File: config.mk
export PLATFORM = sky130hd
export DESIGN_NAME = motor_run_control_register
export DESIGN_NICKNAME = d
export VERILOG_FILES = /design/src/design/motor_run_pkg.sv /design/src/design/fault_response.sv /design/src/design/motor_run_control_register.sv /design/src/design/pin_sync.sv
export VERILOG_INCLUDE_DIRS = /design/src /design/src/design
export SDC_FILE = /design/constraint.sdc
export NUM_CORES = 1
export LEC_CHECK = 0
export BUFFER_PORTS_ARGS = -buffer_cell sky130_fd_sc_hd__buf_2
export CAP_MARGIN = 20
export CORE_ASPECT_RATIO = 0.7
export CORE_MARGIN = 2
export CORE_UTILIZATION = 49
export DETAILED_ROUTE_END_ITERATION = 10
export GPL_TIMING_DRIVEN = 0
export PLACE_DENSITY_LB_ADDON = 0.25
export SYNTH_ARGS = -nofsm -noshare
export SYNTH_HDL_FRONTEND = slang
export SYNTH_SLANG_ARGS = --single-unit
File: constraint.sdc
create_clock -name clk -period 4.57 [get_ports clk]
set_input_delay 0.2285 -clock clk [delete_from_list [all_inputs] [get_ports clk]]
set_output_delay 0.2285 -clock clk [all_outputs]
set_load 0.02 [all_outputs]
File: src/design/motor_run_defines.svh
// Offsets, field positions, reset values and counts of the run-control bank
`ifndef MOTOR_RUN_DEFINES_SVH
`define MOTOR_RUN_DEFINES_SVH

// Register byte addresses
`define ADDR_RUN_CONTROL 12'h000
`define ADDR_SOURCE_HI 12'h004
`define ADDR_STATUS 12'h008
`define ADDR_DEC_MSB 11
`define ADDR_DEC_LSB 2

// Run-control field positions
`define RUN_BIT 0
`define DIR_BIT 1
`define BRAKE_BIT 2
`define RESTART_BIT 3
`define ACTION_BIT 4
`define STYLE_BIT 5
`define STANDBY_BIT 6
`define LATCH_BIT 7
`define SRC_LO_MSB 9
`define SRC_LO_LSB 8

// Source-select high bits in their own register
`define SRC_HI_MSB 4
`define SRC_HI_LSB 2

// Read layout: settings below, fault flags above
`define SETTINGS_MSB 9
`define FLAGS_MSB 15
`define FLAGS_LSB 10

// Reset values
`define RUN_CONTROL_RESET 10'h092
`define SOURCE_HI_RESET 3'h0

// Fault-pin source codes
`define SRC_GENERAL 5'h00
`define SRC_DESYNC 5'h01
`define SRC_TIMEOUT 5'h0F
`define SRC_HARD_OC 5'h13

// Lengths
`define SYNC_STAGES 2
`define SOURCE_COUNT 32

`endif

File: src/design/motor_run_pkg.sv
// Types shared by the run-control bank
package motor_run_pkg;

  typedef enum logic [1:0] {
    TRANS_IDLE = 2'h0,
    TRANS_BUSY = 2'h1,
    TRANS_NONSEQ = 2'h2,
    TRANS_SEQ = 2'h3
  } htrans_t;

  typedef struct packed {
    logic [1:0] sourceLo;
    logic faultDisplayLatch;
    logic gateDriverStandbySelect;
    logic startupStyleSelect;
    logic faultActionSelect;
    logic autoRestartSelect;
    logic brakeCommand;
    logic direction;
    logic run;
  } run_ctrl_t;

endpackage

File: src/design/fault_response.sv
// Restart decisions after desync or overcurrent events, coast decisions after desync events
`timescale 1ns/1ps
module fault_response (
  input wire logic clk,
  input wire logic rstn,
  input wire logic run,
  input wire logic brakeCommand,
  input wire logic autoRestartSelect,
  input wire logic faultDisplayLatch,
  input wire logic desyncFault,
  input wire logic softOvercurrent,
  input wire logic hardOvercurrent,
  output logic restartPulse,
  output logic coastHold
);

  logic [2:0] prev_reg;
  logic restart_reg;
  logic coast_reg;
  logic coast_next;
  logic [2:0] events;
  logic anyEvent;
  logic restartAllowed;

  assign events = {desyncFault, softOvercurrent, hardOvercurrent} & ~prev_reg;
  assign anyEvent = |events;
  assign restartAllowed = autoRestartSelect & run & ~brakeCommand
      & faultDisplayLatch;
  assign coast_next = !run ? 1'b0
      : (events[2] & ~restartAllowed) ? 1'b1 : coast_reg;

  always_ff @(posedge clk or negedge rstn) begin
    if (!rstn) begin
      prev_reg <= 3'h0;
      restart_reg <= 1'b0;
      coast_reg <= 1'b0;
    end else begin
      prev_reg <= {desyncFault, softOvercurrent, hardOvercurrent};
      // Events on adjacent cycles still give a one-cycle request
      restart_reg <= anyEvent & restartAllowed & ~restart_reg;
      coast_reg <= coast_next;
    end
  end

  assign restartPulse = restart_reg;
  assign coastHold = coast_reg;

endmodule // fault_response

File: src/design/motor_run_control_register.sv
// Run-control register bank of the motor driver, AHB-Lite slave
`timescale 1ns/1ps
`include "motor_run_defines.svh"
module motor_run_control_register
  import motor_run_pkg::*;
(
  input wire logic clk,
  input wire logic rstn,
  input wire logic hsel,
  input wire logic [31:0] haddr,
  input wire logic [1:0] htrans,
  input wire logic hwrite,
  input wire logic [2:0] hsize,
  input wire logic [31:0] hwdata,
  input wire logic hready,
  output logic hreadyout,
  output logic hresp,
  output logic [31:0] hrdata,
  input wire logic directionPin,
  input wire logic hardwareResetPinN,
  input wire logic desyncFault,
  input wire logic softOvercurrentProtection,
  input wire logic hardOvercurrentProtection,
  input wire logic logicUndervoltageFlag,
  input wire logic storageCorruptionFlag,
  input wire logic timeoutGuardFlag,
  input wire logic writeEnduranceFlag,
  input wire logic startupBrakeRequest,
  output logic excitationEnable,
  output logic lowSideAllOn,
  output logic allOutputsOff,
  output logic directionForward,
  output logic dcAlignStart,
  output logic rampUpStart,
  output logic gateDriverStandby,
  output logic restartRequest,
  output logic faultPinN,
  output logic [4:0] faultPinSourceSelect
);

  // ----------------------------------------------------------
  // Pin synchronisers
  // ----------------------------------------------------------
  logic [1:0] pinsSynced;
  logic dirPinS;
  logic resetPinS;

  pin_sync #(
    .WIDTH(2)
  ) u_pin_sync (
    .clk(clk),
    .rstn(rstn),
    .pinIn({directionPin, hardwareResetPinN}),
    .pinOut(pinsSynced)
  );

  assign dirPinS = pinsSynced[1];
  assign resetPinS = pinsSynced[0];

  // ----------------------------------------------------------
  // Bus address phase capture
  // ----------------------------------------------------------
  logic addrPhase;
  logic wrPhase_reg;
  logic [11:0] wrAddr_reg;
  logic rdStart;
  logic [11:0] addrLow;

  assign addrPhase = hsel & hready & htrans[1];
  assign rdStart = addrPhase & ~hwrite;
  assign addrLow = haddr[11:0];

  always_ff @(posedge clk or negedge rstn) begin
    if (!rstn) begin
      wrPhase_reg <= 1'b0;
      wrAddr_reg <= 12'h000;
    end else if (hready) begin
      wrPhase_reg <= addrPhase & hwrite;
      wrAddr_reg <= addrLow;
    end
  end

  // Zero wait states, always OKAY
  assign hreadyout = 1'b1;
  assign hresp = 1'b0;

  // ----------------------------------------------------------
  // Register write decode
  // ----------------------------------------------------------
  run_ctrl_t run_reg;
  run_ctrl_t run_next;
  logic [2:0] srcHi_reg;
  logic [2:0] srcHi_next;
  logic wrRun;
  logic wrSrcHi;

  assign wrRun = wrPhase_reg & (wrAddr_reg == `ADDR_RUN_CONTROL);
  assign wrSrcHi = wrPhase_reg & (wrAddr_reg == `ADDR_SOURCE_HI);

  assign run_next = wrRun ? run_ctrl_t'(hwdata[`SETTINGS_MSB:0])
      : run_reg;
  assign srcHi_next = wrSrcHi ? hwdata[`SRC_HI_MSB:`SRC_HI_LSB]
      : srcHi_reg;

  always_ff @(posedge clk or negedge rstn) begin
    if (!rstn) begin
      run_reg <= run_ctrl_t'(`RUN_CONTROL_RESET);
      srcHi_reg <= `SOURCE_HI_RESET;
    end else begin
      run_reg <= run_next;
      srcHi_reg <= srcHi_next;
    end
  end

  assign faultPinSourceSelect = {srcHi_reg, run_reg.sourceLo};

  // ----------------------------------------------------------
  // Fault flags
  // ----------------------------------------------------------
  logic anyFault;
  logic generalFaultFlag;
  logic [5:0] flagField;

  assign anyFault = desyncFault | softOvercurrentProtection
      | hardOvercurrentProtection | logicUndervoltageFlag
      | storageCorruptionFlag | timeoutGuardFlag | writeEnduranceFlag;
  assign generalFaultFlag = anyFault;

  assign flagField = {generalFaultFlag, logicUndervoltageFlag,
      storageCorruptionFlag, timeoutGuardFlag, softOvercurrentProtection,
      writeEnduranceFlag};

  // ----------------------------------------------------------
  // Restart and coast control
  // ----------------------------------------------------------
  logic coastHold;
  logic restartPulse;

  fault_response u_fault_response (
    .clk(clk),
    .rstn(rstn),
    .run(run_reg.run),
    .brakeCommand(run_reg.brakeCommand),
    .autoRestartSelect(run_reg.autoRestartSelect),
    .faultDisplayLatch(run_reg.faultDisplayLatch),
    .desyncFault(desyncFault),
    .softOvercurrent(softOvercurrentProtection),
    .hardOvercurrent(hardOvercurrentProtection),
    .restartPulse(restartPulse),
    .coastHold(coastHold)
  );

  // ----------------------------------------------------------
  // Drive decisions
  // ----------------------------------------------------------
  logic faultShutdown;
  logic brakeNow;
  logic driveNow;

  assign faultShutdown = run_reg.faultActionSelect & anyFault;
  assign brakeNow = ~faultShutdown & ((run_reg.run & run_reg.brakeCommand)
      | startupBrakeRequest);
  assign driveNow = run_reg.run & ~coastHold & ~faultShutdown
      & ~brakeNow;

  logic excite_reg;
  logic lowSide_reg;
  logic allOff_reg;
  logic forward_reg;
  logic dcAlign_reg;
  logic standby_reg;
  logic restart_reg;

  always_ff @(posedge clk or negedge rstn) begin
    if (!rstn) begin
      excite_reg <= 1'b0;
      lowSide_reg <= 1'b0;
      allOff_reg <= 1'b1;
      forward_reg <= 1'b1;
      dcAlign_reg <= 1'b0;
      standby_reg <= 1'b0;
      restart_reg <= 1'b0;
    end else begin
      excite_reg <= driveNow;
      lowSide_reg <= brakeNow;
      allOff_reg <= ~driveNow & ~brakeNow;
      forward_reg <= ~(run_reg.direction ^ dirPinS);
      dcAlign_reg <= run_reg.startupStyleSelect;
      standby_reg <= ~run_reg.gateDriverStandbySelect & ~resetPinS;
      restart_reg <= restartPulse;
    end
  end

  assign excitationEnable = excite_reg;
  assign lowSideAllOn = lowSide_reg;
  assign allOutputsOff = allOff_reg;
  assign directionForward = forward_reg;
  assign dcAlignStart = dcAlign_reg;
  assign rampUpStart = ~dcAlign_reg;
  assign gateDriverStandby = standby_reg;
  assign restartRequest = restart_reg;

  // ----------------------------------------------------------
  // Fault pin source and display latch
  // ----------------------------------------------------------
  logic [`SOURCE_COUNT-1:0] sourceVec;
  logic sourceNow;
  logic display_reg;
  logic display_next;

  always_comb begin
    sourceVec = '0;
    sourceVec[`SRC_GENERAL] = generalFaultFlag;
    sourceVec[`SRC_DESYNC] = desyncFault;
    sourceVec[`SRC_TIMEOUT] = timeoutGuardFlag;
    sourceVec[`SRC_HARD_OC] = hardOvercurrentProtection;
  end

  assign sourceNow = sourceVec[faultPinSourceSelect];
  assign display_next = run_reg.faultDisplayLatch
      ? (display_reg | sourceNow) : sourceNow;

  always_ff @(posedge clk or negedge rstn) begin
    if (!rstn) begin
      display_reg <= 1'b0;
    end else begin
      display_reg <= display_next;
    end
  end

  assign faultPinN = ~display_reg;

  // ----------------------------------------------------------
  // Read data
  // ----------------------------------------------------------
  logic [9:0] statusBits;
  logic [9:0] settingsSel;
  logic mapped;
  logic [31:0] rdValue;
  logic [31:0] rdData_reg;

  assign statusBits = {1'b0, display_reg, hardOvercurrentProtection,
      desyncFault, restart_reg, coastHold, allOff_reg, forward_reg,
      lowSide_reg, excite_reg};
  assign mapped = (addrLow == `ADDR_RUN_CONTROL)
      | (addrLow == `ADDR_SOURCE_HI) | (addrLow == `ADDR_STATUS);
  // Pending write is forwarded to a back-to-back read
  assign settingsSel = (addrLow == `ADDR_RUN_CONTROL) ? 10'(run_next)
      : (addrLow == `ADDR_SOURCE_HI) ? {5'h00, srcHi_next, 2'h0}
      : statusBits;
  assign rdValue = mapped ? {16'h0000, flagField, settingsSel}
      : 32'h00000000;

  always_ff @(posedge clk or negedge rstn) begin
    if (!rstn) begin
      rdData_reg <= 32'h00000000;
    end else if (rdStart) begin
      rdData_reg <= rdValue;
    end
  end

  assign hrdata = rdData_reg;

endmodule // motor_run_control_register

File: src/design/pin_sync.sv
// Two-stage synchroniser for pin inputs
`timescale 1ns/1ps
module pin_sync #(
  parameter int WIDTH = 1
) (
  input wire logic clk,
  input wire logic rstn,
  input wire logic [WIDTH-1:0] pinIn,
  output logic [WIDTH-1:0] pinOut
);

  logic [WIDTH-1:0] stage1_reg;
  logic [WIDTH-1:0] stage2_reg;

  always_ff @(posedge clk or negedge rstn) begin
    if (!rstn) begin
      stage1_reg <= '0;
      stage2_reg <= '0;
    end else begin
      stage1_reg <= pinIn;
      stage2_reg <= stage1_reg;
    end
  end

  assign pinOut = stage2_reg;

endmodule // pin_sync

* Yosys cells after proc, flatten, opt, wreduce, memory -nomap -nowiden
Index checks and enable logic that the tools add are counted.
** Cells by class
- Magnitude comparators :: 1
- Eq/ne operators :: 4
- Multiplexer cells :: 10
- Bitwise gates (word level) :: 46
- Reduce and logical (&&, ||, !) cells :: 3
** Operator list (count)
- == test 12 x 3 -> 1 bit, second input constant :: 2
- zero test 12 bit :: 2
- bitwise AND 1 bit :: 20
- 2-to-1 mux 10 bit :: 2
- 2-to-1 mux 16 bit :: 1
- inverter 1 bit :: 13
- == test 12 x 4 -> 1 bit, second input constant :: 1
- bitwise OR 1 bit :: 10
- 2-to-1 mux 9 bit :: 1
- less-than comparator 5 x 6 -> 1 bit, second input constant :: 1
- binary-select mux 1 bit (select 5 bit) :: 1
- 2-to-1 mux 1 bit :: 4
- bitwise AND 3 bit :: 1
- 2-to-1 mux 3 bit :: 1
- inverter 3 bit :: 1
- OR reduction 3 bit :: 1
- inequality test 2 x 1 -> 1 bit, second input constant :: 1
- bitwise XOR 1 bit :: 1
** Word-level totals
- Bits in registers :: 75
- Input port bits :: 84
- Output and inout bits :: 48
- Word-level logic and storage cells :: 90

* Depth between registers and ports, before layout
- Depth in word-level cells :: 13
- Gate-level depth with buffers :: 6
- Gate-level depth less buffers :: 4

* By module
Synthesis repeated with hierarchy kept, for this count alone.
** Second synthesis, totals
- Cell total of the unflattened synthesis :: 213
- Area, all modules :: 2693.8 µm²
** By module, submodules not included
- motor_run_control_register :: times used 1, cells an instance 196, area an instance 2401.1 µm², seq. area each 1257.5 µm²
- fault_response :: times used 1, cells an instance 13, area an instance 192.7 µm², seq. area each 125.1 µm²
- pin_sync :: times used 1, cells an instance 4, area an instance 100.1 µm², seq. area each 100.1 µm²

* Worst setup path after synthesis
OpenSTA, ideal clock, no wires.
- Path type :: register to register
- From :: reg wrAddr_reg[3]
- To :: reg rdData_reg[9] (netlist: hrdata[9])
- Setup time :: 0.121 ns
- Arrival time :: 2.048 ns
- Data required time :: 4.449 ns
- Path slack :: 2.401 ns
- Stages on the path, launching flop included :: 5
- Path buffers :: 0
- Clock period less this slack :: 2.169 ns
- Cell sequence :: dfrtp_1 -> or4b_4 -> nor4_4 -> mux2_2 -> a22o_2
** RTL lines
- start: declaration :: line motor_run_control_register.sv:65 : logic [11:0] wrAddr_reg;
- start signal: assignment :: line motor_run_control_register.sv:79 : wrAddr_reg <= addrLow;
- end signal: assignment :: line motor_run_control_register.sv:258 : rdData_reg <= rdValue;
- end: declaration :: line motor_run_control_register.sv:240 : logic [31:0] rdData_reg;

==> results by group <==
Finish
  • Core Util, Final: between 60% and 70%
  • ANT cells: 0
  • Max FFs per register: 16
  • Final instance area: 3360 sq um
  • Share of layout cells above drive strength 1: 42.1%
  • Area Overhead vs Synth: 28.2%
  • Final #Nets: 395
  • Final std cells w/o fill: 388

Synthesis
  • Distinct cells, synth: 35
  • Post-Syn Area: about 2600 sq um
  • #FFs+latches synth: just under 60
  • Count leader, synth: dfrtp_1
  • Post-synth EDFFs: 0
  • Mux share of post-synthesis cell area: 10.3%
  • Largest family of logic cells by synthesized area: compound AO/OA/AOI/OAI gates
  • Cell taking the most area after synthesis: dfrtp_1
  • Post-synthesis sequential area ratio: 56.6%
  • Post-Synth Adder-Cell Area: 0%
  • Simple-Gate Fraction of Synth Area: roughly 11%
  • Xor and xnor area share after synthesis: 0.669%
  • Top cells by area, synth: dfrtp_1 (52%), mux2_2 (10%), buf_4 (5.7%)
  • Top cells by count, synth: dfrtp_1 (54), mux2_2 (24), buf_4 (20)
  • Synth Area in Compound Gates: 13.5%
  • Synth top area share: 51.6%
  • Main synth FF type: dfrtp_1
  • Synth warn: 0
  • Cells after Synth: 214
  • Async SR Flop Fraction: 100%
  • Syn_area_per_cell: about 12 sq um

STA
  • Slew headroom: 26.0%
  • Fin Setup TNS: 0 ns
  • Worst-margin pin slew: roughly 1.1 ns
  • Final Hold Viols: 0
  • Slew Limit Fails: 0
  • Setup violations, final: 0
  • Tmin final: 2.48 ns
  • Setup Skew: 0.0101 ns
  • RSZ-0062 raised after global routing: no
  • Final period util: a little over half
  • Max Freq: 0.404 GHz

Place
  • Gpl congestion: between 0.7 and 0.8
  • Post-DP Area: 3120 sq um
  • PortBufs: 66
  • Detailed Place HPWL: 4.36 mm
  • Dpl cells: 369

CTS
  • CTS tree: yes
  • Clk buf depth: 2
  • Clk sinks: 59
  • CTS Buf Count: 9
  • Post-CTS Resized: 0
  • Clk slew on worst S/H paths: 0.07 ns
  • Clock root buffer: clkbuf_8
  • CTS H-tree lvls: 3
  • Clock Latency Late Sink: 0.34 ns

Routing
  • Residual DRC: 0
  • Initial DRT Pass Iterations: 4
  • Final wirelength: 5.90 mm
  • Post-DRT Antenna Nets: 0
  • Avg WL per Cell: 15.2 um
  • Vias/cell: approximately 5.2
  • Via count: 2013
  • DR iter-0 viols: 132

Global routing
  • M1 GR Usage: around a third
  • GR Overflow Total: 0
  • Initial antenna violation count: 0
  • Number of global-route vias before repair: 1915
  • Maximum number of pins on one net before global-route repair: 32
  • GRT busiest layer: met1
  • Met2 usage: 28.9%
  • First-pass GRT wire length: roughly 9.7 mm
  • Grt met3 use: 8.83%
  • Global-route usage over all layers: 21.9%

Floorplanning
  • Initial Util: 50.3%
  • Die height: 65.2 um
  • Die area: 5950 sq um
  • # IOs: 132
  • Die span in x: 91.4 um
  • Core area: 5200 sq um
  • Site Rows: 22

Run
  • Maximum Capacitance Violations: 0

Setup path
  • Critical Path Start Type: flip-flop
  • Critical path peak fanout: 10
  • Cell Chain, Critical Path: or4b_4 > nor4_4 > mux2_2 > a22o_2
  • Arrival @ worst endpoint: 2.70 ns
  • Critical Path End Type: flip-flop
  • CP max stage delay: roughly 0.75 ns
  • Setup Crit Path Kind: flip-flop to flip-flop
  • Worst-path cell with the longest stage delay: nor4_4
  • Data required time of the worst path: 4.79 ns

Run status
  • Outcome: complete, no violations

Power
  • Static Leakage: between 1.5 and 2 nW
  • Peak VDD IR: 232 uV
  • Total Power: 1.16 mW
  • Cell Pwr Density: 344 nW/um^2

Hold path
  • Worst hold path type: input pin to flip-flop
[path summary, 6_finish.rpt]
| path | startpoint | endpoint | slack [ns] | cells past startpoint |
|---|---|---|---|---|
| worst max-delay path | wrAddr_reg[3]$_DFFE_PN0P_ | hrdata[9]$_DFFE_PN0P_ | 2.09 | 4 |
| worst min-delay path | softOvercurrentProtection | u_fault_response.prev_reg[1]$_DFF_PN0_ | 0.06 | 1 |
| worst max register to register | wrAddr_reg[3]$_DFFE_PN0P_ | hrdata[9]$_DFFE_PN0P_ | 2.09 | 4 |
| worst min register to register | u_pin_sync.stage1_reg[0]$_DFF_PN0_ | u_pin_sync.pinOut[0]$_DFF_PN0_ | 0.35 | 0 |
| max in group asynchronous | rstn | allOutputsOff$_DFF_PN1_ | 3.43 | 3 |
| min in group asynchronous | rstn | u_fault_response.restartPulse$_DFF_PN0_ | 0.47 | 2 |
[placed cells by master (no fill, tap or decap), types with 4 or more instances in the layout]
cell and count:
buf_2 66, dfrtp_1 54, mux2_2 24, buf_4 20, conb_1 18, nand2_1 16, clkbuf_8 12, nor4_1 8
a21oi_1 8, clkbuf_1 8, a21o_1 7, inv_1 6, o31ai_1 6, a32oi_1 6, a22o_1 6, nand2b_1 5
dfstp_2 5, a221oi_1 4
[power breakdown]
group	internal [mW]	total, mW	switching, mW
registers	0.542	0.557	0.0146
clock network	0.296	0.490	0.194
logic	0.0473	0.108	0.0610
[logic make-up (layout without fill, tap and decap cells)]
| kind of cell | Yosys count | in the layout |
|---|---|---|
| flops | 59 | 59 |
| buf+inv | 32 | 118 |
| mux | 24 | 24 |
| compound gates | 47 | 47 |
| simple gates | 48 | 48 |
| xor+xnor | 2 | 2 |
| other cells | 2 | 18 |
[routing by layer]
layer  routed length (um)  up-vias
li1                     -      953
met1                 2930      968
met2                 2430       87
met3                  493        5
met4                   49        0
met5                    0        -
[through the flow]
stage | hold WS (ns) | setup slack (ns)
3_3_place_gp | 0.332 | 2.04
5_1_grt | 0.0247 | 2.03
6_report | 0.0580 | 2.09
2_1_floorplan | -0.0671 | 2.40
3_5_place_dp | 0.294 | 1.96
4_1_cts | 0.0428 | 2.06
[critical path: cells and delay by family (launching register included)]
kind | cells | cell delay [ns]
simple gates | 2 | 1.32
mux | 1 | 0.42
flops | 1 | 0.39
compound gates | 1 | 0.23
[area by class of cell]
cell class                 instances  area [sq um]
sequential                        59          1480
inverter                           6          22.5
fill                             428          1850
clock buffer                      14           173
tap                               72          90.1
multi-input combinational        139          1000
timing repair buffer              70           380
buffer                            26           173
clock inverter                     2          35.0
[repair_timing]
item,in CTS,in global routing
buffers inserted,0,0
endpoints found under the hold margin,28,0
endpoints found under the setup margin,0,0
hold buffers,3,0
Note: power is estimated with default switching activity, not from simulation.
